$ cat config.mk
export PLATFORM = sky130hd
export DESIGN_NAME = wdtwk_top
export DESIGN_NICKNAME = d
export VERILOG_FILES = /design/src/pkg/wdtwk_pkg.sv /design/src/verilog/wdtwk_top.sv
export SDC_FILE = /design/constraint.sdc
export NUM_CORES = 1
export LEC_CHECK = 0
export ABC_AREA = 1
export BUFFER_PORTS_ARGS = -buffer_cell sky130_fd_sc_hd__buf_4
export CAP_MARGIN = 15
export CORE_UTILIZATION = 40
export CTS_BUF_LIST = sky130_fd_sc_hd__clkbuf_4 sky130_fd_sc_hd__clkbuf_8
export DETAILED_ROUTE_END_ITERATION = 8
export GPL_TIMING_DRIVEN = 1
export SYNTH_ARGS = -nofsm -noshare
export SYNTH_HDL_FRONTEND = slang
export SYNTH_SLANG_ARGS = --single-unit
$ cat constraint.sdc
create_clock -name hclk -period 2 [get_ports hclk]
set_input_delay 0.1 -clock hclk [delete_from_list [all_inputs] [get_ports hclk]]
set_output_delay 0.1 -clock hclk [all_outputs]
set_load 0.02 [all_outputs]
$ cat src/pkg/wdtwk_pkg.sv
// Purpose: Constants and types shared by the watchdog timer with wakeup.
// Assumes: AHB-Lite register access, 32-bit words, 200 MHz bus clock.
// Notes: The watchdog clock arrives as a pin-level tick and is synchronised.
package wdtwk_pkg;
  localparam logic [11:0] WDTWK_OFS_CTL = 12'h000;
  localparam logic [11:0] WDTWK_OFS_ALTCTL = 12'h004;
  localparam logic [11:0] WDTWK_OFS_STAT = 12'h008;
  localparam logic [11:0] WDTWK_OFS_MASK = 12'h00C;
  localparam logic [31:0] WDTWK_CTL_RST = 32'h0000_0700;
  localparam logic [31:0] WDTWK_ALT_RST = 32'h0000_0000;
  localparam int WDTWK_BIT_CLR = 0;
  localparam int WDTWK_BIT_RESET_ENABLE_BIT = 1;
  localparam int WDTWK_BIT_RSTF = 2;
  localparam int WDTWK_BIT_TOF = 3;
  localparam int WDTWK_BIT_WAKEUP_ENABLE_BIT = 4;
  localparam int WDTWK_BIT_WKF = 5;
  localparam int WDTWK_BIT_INTERRUPT_ENABLE_BIT = 6;
  localparam int WDTWK_BIT_EN = 7;
  localparam int WDTWK_TSEL_LSB = 8;
  localparam int WDTWK_CSEL_LSB = 12;
  localparam int WDTWK_CNT_W = 18;
  localparam int WDTWK_HOLD_CLKS = 63;
  localparam logic [1:0] WDTWK_CSEL_LXT = 2'b11;
  localparam logic [10:0] WDTWK_DLY_0 = 11'd1026;
  localparam logic [10:0] WDTWK_DLY_1 = 11'd130;
  localparam logic [10:0] WDTWK_DLY_2 = 11'd18;
  localparam logic [10:0] WDTWK_DLY_3 = 11'd3;
  localparam int WDTWK_EVT_TO = 0;
  localparam int WDTWK_EVT_RST = 1;
  localparam int WDTWK_EVT_WK = 2;

  typedef enum logic [1:0] {WDTWK_RUN, WDTWK_DELAY, WDTWK_HOLD} wdtwk_phase_t;

  typedef struct packed {
    logic sel;
    logic write;
    logic [11:0] addr;
  } wdtwk_aphase_t;

  typedef struct packed {
    logic wdt_tick;
    logic pd_enter;
    logic powered_down;
    logic force_on;
  } wdtwk_sys_in_t;

  typedef struct packed {
    logic cpu_rst;
    logic irq;
    logic wakeup;
    logic wk_src;
    logic rst_src;
  } wdtwk_sys_out_t;
endpackage

$ cat src/verilog/wdtwk_top.sv
// Purpose: Watchdog timer with selectable timeout, reset delay, reset hold and wakeup.
// Assumes: wdt_tick is a level that toggles once per watchdog clock period from the selected source.
// Notes: Software selects the source in the alternate control register; the clock mux lives outside.
//
// The AHB-Lite slave port was decided locally.

// Operation
// (RULE_01) Eighteen-bit up counter on watchdog clock.
// (RULE_02) Three-bit select: two to four plus twice code.
// (RULE_03) Enable bit starts counter from zero.
// (RULE_04) Timeout flag set when count reaches select.
// (RULE_05) Interrupt enable raises interrupt on timeout.
// (RULE_06) Software clears counter within reset delay.
// (RULE_07) Reset delay: 1026, 130, 18 or 3.
// (RULE_08) Expired delay with reset enable resets CPU.
// (RULE_09) Reset held for 63 watchdog clocks.
// (RULE_10) Reset source flag survives watchdog reset.
// (RULE_11) Counter clears just before power-down entry.
// (RULE_12) Wakeup only on slow crystal with enable.
// (RULE_13) Wakeup sets wakeup source status bit.
// (RULE_14) Software enables crystal before power-down.
// (RULE_15) Power-on strap forces watchdog enabled.
// (RULE_16) Software-enabled watchdog cannot reset system.
// (RULE_17) Four watchdog clock sources selectable.
// (RULE_18) Clear bit zeroes counter, cancels delay, reads zero.
module wdtwk_top (
  input wire logic hclk,
  input wire logic hresetn,
  input wire logic hsel,
  input wire logic [31:0] haddr,
  input wire logic [1:0] htrans,
  input wire logic hwrite,
  input wire logic [2:0] hsize,
  input wire logic [31:0] hwdata,
  input wire logic hready,
  output logic [31:0] hrdata,
  output logic hreadyout,
  output logic hresp,
  input wire wdtwk_pkg::wdtwk_sys_in_t sys_in,
  output wdtwk_pkg::wdtwk_sys_out_t sys_out,
  output logic [1:0] clock_select,
  output logic irq
);
  import wdtwk_pkg::*;

  typedef struct packed {
    logic [2:0] tick_sync;
    logic tick_seen;
    logic force_sync1;
    logic force_sync2;
    logic force_sync3;
    logic strap_en;
    wdtwk_aphase_t ap;
    logic [31:0] rdata;
    logic en;
    logic interrupt_enable_bit;
    logic reset_enable_bit;
    logic wakeup_enable_bit;
    logic [2:0] tsel;
    logic [1:0] dsel;
    logic [1:0] csel;
    logic to_flag;
    logic rst_src;
    logic wk_src;
    logic [2:0] stat;
    logic [2:0] mask;
    wdtwk_phase_t phase;
    logic [WDTWK_CNT_W-1:0] cnt;
    logic [10:0] dcnt;
    logic [5:0] hcnt;
    logic cpu_rst;
    logic wakeup;
    logic irq;
  } wdtwk_state_t;

  wdtwk_state_t st_ff;
  wdtwk_state_t nxt_st;

  logic [WDTWK_CNT_W-1:0] limit;
  logic [10:0] dly_len;
  logic tick;
  logic wr;
  logic [31:0] ctl_rd;
  logic [31:0] alt_rd;
  logic timeout;
  logic [2:0] evt;

  logic count_run;
  logic wake_ok;
  logic dly_done;
  logic hold_done;

  logic wr_ctl;
  logic wr_alt;
  logic wr_stat;
  logic wr_mask;

  logic rd_req;
  logic [31:0] rd_word;
  logic strap_level;

  always_comb begin
    // Interval is 2^(4+2*code) clocks; timeout when count reaches interval minus one.
    limit = WDTWK_CNT_W'((64'd1 << (4 + 2 * st_ff.tsel)) - 64'd1); // RULE_02
    case (st_ff.dsel) // RULE_07
      2'd0: dly_len = WDTWK_DLY_0;
      2'd1: dly_len = WDTWK_DLY_1;
      2'd2: dly_len = WDTWK_DLY_2;
      default: dly_len = WDTWK_DLY_3;
    endcase
  end

  // A watchdog edge counts once the second and third stages agree on a new level.
  assign tick = (st_ff.tick_sync[1] == st_ff.tick_sync[2]) && (st_ff.tick_sync[2] != st_ff.tick_seen);
  assign wr = st_ff.ap.sel && st_ff.ap.write;
  // Only the slow crystal keeps running in power-down, so only that source may advance the count there.
  assign count_run = st_ff.en && (!sys_in.powered_down || st_ff.csel == WDTWK_CSEL_LXT); // RULE_12
  assign wake_ok = st_ff.wakeup_enable_bit && st_ff.csel == WDTWK_CSEL_LXT && sys_in.powered_down; // RULE_12
  assign timeout = tick && count_run && st_ff.phase == WDTWK_RUN
                   && st_ff.cnt == limit; // RULE_04

  assign dly_done = st_ff.dcnt == dly_len; // RULE_07
  assign hold_done = st_ff.hcnt == 6'(WDTWK_HOLD_CLKS - 1); // RULE_09

  assign wr_ctl = wr && st_ff.ap.addr == WDTWK_OFS_CTL;
  assign wr_alt = wr && st_ff.ap.addr == WDTWK_OFS_ALTCTL;
  assign wr_stat = wr && st_ff.ap.addr == WDTWK_OFS_STAT;
  assign wr_mask = wr && st_ff.ap.addr == WDTWK_OFS_MASK;

  assign rd_req = hsel && htrans[1] && hready && !hwrite;

  // The strap is a pin level, so it counts only once the second and third stages agree.
  assign strap_level = st_ff.force_sync2 && st_ff.force_sync3;

  always_comb begin
    ctl_rd = 32'h0000_0000;
    ctl_rd[WDTWK_BIT_RESET_ENABLE_BIT] = st_ff.reset_enable_bit;
    ctl_rd[WDTWK_BIT_RSTF] = st_ff.rst_src;
    ctl_rd[WDTWK_BIT_TOF] = st_ff.to_flag;
    ctl_rd[WDTWK_BIT_WAKEUP_ENABLE_BIT] = st_ff.wakeup_enable_bit;
    ctl_rd[WDTWK_BIT_WKF] = st_ff.wk_src;
    ctl_rd[WDTWK_BIT_INTERRUPT_ENABLE_BIT] = st_ff.interrupt_enable_bit;
    ctl_rd[WDTWK_BIT_EN] = st_ff.en;
    ctl_rd[WDTWK_TSEL_LSB +: 3] = st_ff.tsel;
    alt_rd = 32'h0000_0000;
    alt_rd[1:0] = st_ff.dsel;
    alt_rd[WDTWK_CSEL_LSB +: 2] = st_ff.csel;
  end

  // Unmapped offsets read as zero so that software probing the map sees no stale data.
  always_comb begin
    case (haddr[11:0])
      WDTWK_OFS_CTL: rd_word = ctl_rd;
      WDTWK_OFS_ALTCTL: rd_word = alt_rd;
      WDTWK_OFS_STAT: rd_word = {29'h0, st_ff.stat};
      WDTWK_OFS_MASK: rd_word = {29'h0, st_ff.mask};
      default: rd_word = 32'h0000_0000;
    endcase
  end

  always_comb begin
    nxt_st = st_ff;
    evt = 3'b000;
    nxt_st.tick_sync = {st_ff.tick_sync[1:0], sys_in.wdt_tick};
    if (tick) begin
      nxt_st.tick_seen = st_ff.tick_sync[2];
    end
    nxt_st.force_sync1 = sys_in.force_on;
    nxt_st.force_sync2 = st_ff.force_sync1;
    nxt_st.force_sync3 = st_ff.force_sync2;
    nxt_st.wakeup = 1'b0;

    // Bus address phase capture; zero wait states.
    if (hready) begin
      nxt_st.ap.sel = hsel && htrans[1];
      nxt_st.ap.write = hwrite;
      nxt_st.ap.addr = haddr[11:0];
    end
    if (rd_req) begin
      nxt_st.rdata = rd_word;
    end

    // Strap is caught after reset release and forces the watchdog on.
    if (strap_level && !st_ff.en && !st_ff.strap_en) begin
      nxt_st.strap_en = 1'b1; // RULE_15
      nxt_st.en = 1'b1; // RULE_15
      nxt_st.cnt = '0;
    end

    // Counter and phase machine.
    if (tick && count_run) begin
      case (st_ff.phase)
        WDTWK_RUN: begin
          nxt_st.cnt = WDTWK_CNT_W'(st_ff.cnt + 1'b1); // RULE_01
          if (timeout) begin
            nxt_st.phase = WDTWK_DELAY;
            nxt_st.dcnt = 11'd1;
          end
        end
        WDTWK_DELAY: begin
          nxt_st.dcnt = 11'(st_ff.dcnt + 1'b1);
          if (dly_done) begin
            // A watchdog enabled only by software may not reset the system.
            if (st_ff.reset_enable_bit && st_ff.strap_en) begin // RULE_16
              nxt_st.phase = WDTWK_HOLD; // RULE_08
              nxt_st.hcnt = 6'd0;
              evt[WDTWK_EVT_RST] = 1'b1;
            end else begin
              nxt_st.phase = WDTWK_RUN;
              nxt_st.cnt = '0;
            end
          end
        end
        WDTWK_HOLD: begin
          nxt_st.hcnt = 6'(st_ff.hcnt + 1'b1);
          if (hold_done) begin // RULE_09
            nxt_st.phase = WDTWK_RUN;
            nxt_st.cnt = '0;
          end
        end
        default: nxt_st.phase = WDTWK_RUN;
      endcase
    end
    if (evt[WDTWK_EVT_RST]) begin
      nxt_st.cpu_rst = 1'b1; // RULE_08
    end else if (st_ff.phase != WDTWK_HOLD) begin
      nxt_st.cpu_rst = 1'b0;
    end
    if (st_ff.phase == WDTWK_HOLD && nxt_st.phase == WDTWK_RUN) begin
      nxt_st.cpu_rst = 1'b0; // RULE_09
      // The CPU reset returns control to reset values, except EN which follows the strap; the source flag is kept.
      nxt_st.en = st_ff.strap_en;
      nxt_st.interrupt_enable_bit = 1'b0;
      nxt_st.reset_enable_bit = 1'b0;
      nxt_st.wakeup_enable_bit = 1'b0;
      nxt_st.tsel = WDTWK_CTL_RST[WDTWK_TSEL_LSB +: 3];
      nxt_st.to_flag = 1'b0; // RULE_10
    end

    if (sys_in.pd_enter) begin
      nxt_st.cnt = '0; // RULE_11
    end

    // Software writes.
    if (wr_ctl) begin
      if (hwdata[WDTWK_BIT_EN] && !st_ff.en) begin
        nxt_st.cnt = '0; // RULE_03
      end
      nxt_st.en = hwdata[WDTWK_BIT_EN] || st_ff.strap_en; // RULE_03
      nxt_st.interrupt_enable_bit = hwdata[WDTWK_BIT_INTERRUPT_ENABLE_BIT];
      nxt_st.reset_enable_bit = hwdata[WDTWK_BIT_RESET_ENABLE_BIT];
      nxt_st.wakeup_enable_bit = hwdata[WDTWK_BIT_WAKEUP_ENABLE_BIT];
      nxt_st.tsel = hwdata[WDTWK_TSEL_LSB +: 3];
      if (hwdata[WDTWK_BIT_TOF]) nxt_st.to_flag = 1'b0;
      if (hwdata[WDTWK_BIT_RSTF]) nxt_st.rst_src = 1'b0;
      if (hwdata[WDTWK_BIT_WKF]) nxt_st.wk_src = 1'b0;
      if (hwdata[WDTWK_BIT_CLR] && st_ff.phase != WDTWK_HOLD) begin // RULE_18
        nxt_st.cnt = '0; // RULE_18
        nxt_st.phase = WDTWK_RUN; // RULE_18
      end
    end
    if (wr_alt) begin
      nxt_st.dsel = hwdata[1:0];
      nxt_st.csel = hwdata[WDTWK_CSEL_LSB +: 2]; // RULE_17
    end
    if (wr_stat) begin
      nxt_st.stat = st_ff.stat & ~hwdata[2:0];
    end
    if (wr_mask) begin
      nxt_st.mask = hwdata[2:0];
    end

    // Hardware sets win over software clears.
    if (timeout) begin
      nxt_st.to_flag = 1'b1; // RULE_04
      evt[WDTWK_EVT_TO] = 1'b1;
      if (wake_ok) begin // RULE_12
        nxt_st.wakeup = 1'b1;
        nxt_st.wk_src = 1'b1; // RULE_13
        evt[WDTWK_EVT_WK] = 1'b1;
      end
    end
    if (evt[WDTWK_EVT_RST]) begin
      nxt_st.rst_src = 1'b1; // RULE_08
    end
    nxt_st.stat = nxt_st.stat | evt;
    nxt_st.irq = (st_ff.interrupt_enable_bit && nxt_st.to_flag) || |(nxt_st.stat & nxt_st.mask); // RULE_05
  end

  always_ff @(posedge hclk or negedge hresetn) begin
    if (!hresetn) begin
      st_ff <= '0;
      st_ff.tsel <= WDTWK_CTL_RST[WDTWK_TSEL_LSB +: 3];
      st_ff.phase <= WDTWK_RUN;
    end else begin
      st_ff <= nxt_st;
    end
  end

  assign hrdata = st_ff.rdata;
  assign hreadyout = 1'b1;
  assign hresp = 1'b0;
  assign clock_select = st_ff.csel;
  assign irq = st_ff.irq;
  assign sys_out.cpu_rst = st_ff.cpu_rst;
  assign sys_out.irq = st_ff.irq;
  assign sys_out.wakeup = st_ff.wakeup;
  assign sys_out.wk_src = st_ff.wk_src;
  assign sys_out.rst_src = st_ff.rst_src;
endmodule

* Yosys cells after proc, flatten, opt, wreduce, memory -nomap -nowiden
Cells that the tools add are included.
** Storage, ports and cells
- Flip-flop bits (word level) :: 114
- Bits in latches :: 0
- RAM bits :: 0
- Memory bits (read-only) :: 0
- Input port bits :: 78
- Output and inout bits :: 42
- Logic and storage cells :: 149
- Memories kept :: 0
** Operators by class
- $add $sub $neg :: 5
- $mul :: 0
- Divide/modulo/power cells :: 0
- Order comparisons :: 0
- Eq/ne operators :: 20
- Shifts and indexed selects :: 1
- Multiplexer cells :: 44
- Bitwise logic cells :: 4
- Reduce and logical (&&, ||, !) cells :: 46
** Operator list (count)
- $mux W20 :: 4
- $mux W18 :: 4
- $pmux W14 S4 :: 1
- $pmux W18 S3 :: 1
- $eq A12 B4 Y1 const B :: 4
- $mux W37 :: 1
- $pmux W11 S3 :: 1
- $eq A12 B3 Y1 const B :: 2
- $logic_not A12 Y1 :: 2
- $logic_and A1 B1 Y1 :: 23
- $pmux W11 S2 :: 1
- $mux W1 :: 19
- $add A18 B1 Y18 const B :: 1
- $eq A18 B18 Y1 :: 1
- $shl A1 B5 Y18 const A :: 1
- $sub A18 B1 Y18 const B :: 1
- $mux W7 :: 2
- $mux W6 :: 2
- $pmux W6 S2 :: 1
- $add A11 B1 Y11 const B :: 1
- $eq A11 B11 Y1 :: 1
- $mux W11 :: 1
- $reduce_bool A2 Y1 :: 5
- $mux W3 :: 3
- 21 further kinds :: 37

* Depth between registers and ports, before layout
- Word-level depth :: 17
- Gate-level depth with buffers :: 14
- Mapped depth without buffers :: 14

* Worst setup path after synthesis
Ideal clock, no wire load.
- Path kind :: reg2reg
- Start point :: reg st_ff (netlist bit ctl_rd[9])
- End point :: reg st_ff[16] in the netlist's numbering
- Setup time :: 117 ps
- Data arrival time :: 1734 ps
- Required time :: 1883 ps
- Slack :: 150 ps
- Stages on the path, launching flop included :: 11
- Buffers on the path :: 1
- Clock period less this slack :: 1850 ps
- Cells stage by stage :: dfstp_2 ha_1 nor2_2 nand2_1 nand2_1 nand4_1 nor3_2 nand2_1 buf_2 nand3_1 nand2_1
** On the way
- Longest elaborated chain between the ends :: 7
** RTL lines
- start, declared :: line wdtwk_top.sv:76 : wdtwk_state_t st_ff;
- start signal, assigned :: line wdtwk_top.sv:296 : st_ff <= nxt_st;
- $add A3 B4 Y5 :: line wdtwk_top.sv:104 : limit = WDTWK_CNT_W'((64'd1 << (4 + 2 * st_ff.tsel)) - 64'd1);
- $shl A1 B5 Y18 :: line wdtwk_top.sv:104
- $sub A18 B1 Y18 :: line wdtwk_top.sv:104
- $eq A18 B18 Y1 :: line wdtwk_top.sv:120 : && st_ff.cnt == limit;
- $logic_and A1 B1 Y1 :: line wdtwk_top.sv:120
- $ne A2 B2 Y1 (no line)
- $reduce_and A3 Y1 (no line)
Every way passes these cells.
A chain may end at the register's enable or synchronous reset.

* Final worst setup path
- Start point :: reg st_ff (netlist bit ctl_rd[10])
- End point :: reg st_ff[16] in the netlist's numbering
Same word-level chain as after synthesis.

==> flow_metrics.env <==
export IMPL_ys_top_cells_by_area="dfrtp_1, nand2_1, nand3_1"
export IMPL_grt_pass1_wl_mm=22.73
export IMPL_htree_num_levels=3
export IMPL_grt_overflow_total=0
export IMPL_worstMarginPinSlew_ns=0.4990
export IMPL_wirelength_mm=13.56
export IMPL_status="finished clean"
export IMPL_initial_core_util=0.4097
export IMPL_maxSlewViolCount=0
export IMPL_synth_top_area_cell="dfrtp_1"
export IMPL_clk_latency_ns=0.40
export IMPL_clk_pin_slew_ns=0.10
export IMPL_avgRoutedWirePerCell_um=13.76
export IMPL_slew_limit_headroom=0.6643
export IMPL_clockRootBuffer="clkbuf_8"
export IMPL_cts_buffer_depth=2
export IMPL_die_x_um=121.0
export IMPL_netlist_area_leader_share=0.4064
export IMPL_crit_fanout=6
export IMPL_rsz0062_at_grt="yes"
export IMPL_antenna_cells=0
export IMPL_num_io_pins=120
export IMPL_startpoint_type="flop"
export IMPL_place_congestion=0.8868
export IMPL_yosysUniqueCellTypes=50
export IMPL_ys_warn_count=0
export IMPL_num_vias=4913
export IMPL_grt_pass1_vias=4693
export IMPL_p_per_area_nw_per_um2=586.1
export IMPL_area_sequential_sq_um=2381
export IMPL_drt_iter0_markers=303
export IMPL_numClockSinks=95
export IMPL_ir_drop_mv=0.4282
export IMPL_worstPathArrival_ns=2.24
export IMPL_synth_cells=719
export IMPL_cp_required_ns=2.33
export IMPL_fmax_mhz=523.8
export IMPL_grt_max_degree=57
export IMPL_setup_viol=0
export IMPL_synth_main_ff_cell="dfrtp_1"
export IMPL_io_buffers=55
export IMPL_rows=43
export IMPL_critical_path_class="reg -> reg"
export IMPL_async_reset_ff_frac=1.000
export IMPL_multiInputGateArea_sq_um=2715
export IMPL_synth_edf_count=0
export IMPL_die_area_sq_um=14640
export IMPL_finalNetCount=884
export IMPL_viasPerCell=4.988
export IMPL_nFillCells=1329
export IMPL_areaGrowthSynthToFinish_pct=18.71
export IMPL_tritoncts="built"
export IMPL_drive_gt1_frac=0.2248
export IMPL_drtAntennaViolNets=0
export IMPL_skew_ns=0.01758
export IMPL_first_pass_iters=5
export IMPL_cts_buffers=9
export IMPL_grt_total_usage=0.1988
export IMPL_drc=0
export IMPL_synth_most_common_cell="nand2_1"
export IMPL_cp_end_kind="flop"
export IMPL_timing_final_crit_share=0.9546
export IMPL_seq_area_frac_synth=0.4203
export IMPL_synth_seq_cells=95
export IMPL_core_area_sq_um=13830
export IMPL_power_leakage_uw=0.003231
export IMPL_grt_antenna_before_repair=0
export IMPL_utilization=0.4864
export IMPL_fin_area_sq_um=6725
export IMPL_hold_path_class="in -> reg"
export IMPL_place_hpwl_mm=9.925
export IMPL_finalHoldViolCount=0
export IMPL_place_area_sq_um=6186
export IMPL_fp_dieH_um=121.0
export IMPL_syn_area_per_cell_sq_um=7.880
export IMPL_drv_cap=0
export IMPL_ys_top_cells_by_count="nand2_1, dfrtp_1, inv_1"
export IMPL_syn_area_sq_um=5665
export IMPL_layout_min_cycle_time_ns=1.909
[path summary, 6_finish.rpt]
path,start,to,slack (ns),cells after the start
worst max-delay path,ctl_rd[10]$_DFFE_PN1P_,st_ff[16]$_DFFE_PN0P_,0.09,11
worst min-delay path,hwdata[2],st_ff[42]$_DFF_PN0_,0.02,3
worst max register to register,ctl_rd[10]$_DFFE_PN1P_,st_ff[16]$_DFFE_PN0P_,0.09,11
worst min register to register,nxt_st[108]$_DFF_PN0_,nxt_st[107]$_DFF_PN0_,0.36,0
max in group asynchronous,hresetn,ctl_rd[9]$_DFFE_PN1P_,1.27,3
min in group asynchronous,hresetn,st_ff[102]$_DFFE_PN0P_,0.07,2
[final cells by class]
| cell class | instances | share of cell area |
|---|---|---|
| clock buffer | 9 | 0.01842 |
| clock inverter | 7 | 0.01191 |
| inverter | 81 | 0.04521 |
| multi-input combinational | 506 | 0.4037 |
| sequential | 95 | 0.3540 |
| tap | 180 | 0.03349 |
| timing repair buffer | 107 | 0.1332 |
[state kept, by name (all words and copies together), names as in the netlist]
name / cells
alt_rd: 2
nxt_st: 4
sys_out: 4
irq: 1
clock_select: 2
ctl_rd: 8
st_ff: 61
hrdata: 13
[stage by stage]
stage	hold slack [ns]	worst slack (ns)	total power (uW)	TNS, ns	std cells
floorplan	-0.1956	0.1495	2384	0	738
global placement	-0.04448	0.009592	2547	0	942
detailed placement	-0.03909	-0.02197	2558	-0.1176	942
CTS	0.001517	0.01459	3966	0	982
global route	0.05261	-0.01981	4124	-0.1199	985
finish	0.02095	0.09084	3942	0	985
[cells in the final DEF (no fill, tap or decap), drive strengths merged]
master / synthesis / final
a21boi: 2 / 2
a21o: 1 / 1
a21oi: 27 / 27
a22o: 1 / 1
a31o: 1 / 1
buf: 53 / 83
bufinv: 0 / 1
clkbuf: 3 / 9
clkinv: 0 / 2
clkinvlp: 0 / 1
conb: 2 / 21
dfrtp: 92 / 92
dfstp: 3 / 3
dlygate4sd3: 0 / 24
ha: 6 / 6
inv: 81 / 84
mux2: 3 / 3
nand2: 191 / 191
nand3: 76 / 76
nand3b: 1 / 1
nand4: 25 / 25
nor2: 59 / 59
nor3: 13 / 13
nor3b: 2 / 2
nor4: 6 / 6
o211ai: 2 / 2
o21a: 1 / 1
o21ai: 44 / 44
o21bai: 1 / 1
o221ai: 1 / 1
o22ai: 7 / 7
o31ai: 3 / 3
or2: 1 / 1
xnor2: 2 / 2
xor2: 9 / 9
[critical path, stage by stage (launching register included)]
cell and delay (ns):
dfstp_2 0.57, ha_4 0.23, a21oi_4 0.16, nand2_2 0.07, o21ai_1 0.11, nand2_1 0.08
nor3_2 0.16, nand2_2 0.10, nand2_2 0.09, buf_4 0.15, nand2_1 0.06, nand2_1 0.05
[layer usage]
metal	track usage	vias to the layer above	wire (um)
li1	-	2456	-
met1	0.2644	2339	6295
met2	0.3261	98	6478
met3	0.02585	20	529
met4	0.08179	0	252
met5	0	-	0
[timing repair]
item,4_1_cts,5_1_grt
buffers inserted,0,3
pin swaps,1,11
gates resized for setup,6,14
endpoints found under the setup margin,12,15
hold endpoints to repair,116,0
hold buffers,24,0
[logic make-up (layout without fill, tap and decap cells)]
| kind of cell | Yosys count | in the layout | share of synthesized area |
|---|---|---|---|
| AO/OA/AOI/OAI | 91 | 91 | 0.09916 |
| XOR/XNOR | 11 | 11 | 0.01701 |
| adder cells (fa/ha/maj) | 6 | 6 | 0.01325 |
| buffers and inverters | 137 | 204 | 0.1246 |
| flip-flops | 95 | 95 | 0.4203 |
| multiplexers | 3 | 3 | 0.005962 |
| other | 2 | 21 | 0.001326 |
| AND/OR/NAND/NOR | 374 | 374 | 0.3185 |
[power breakdown]
part / internal (uW) / switching [uW] / leakage, uW
Sequential: 1980 / 53.2 / 0.00122
Combinational: 208 / 332 / 0.00191
Clock: 596 / 768 / 0.000102
Total: 2790 / 1150 / 0.00323
No activity file was read; power rests on OpenSTA's default activity.
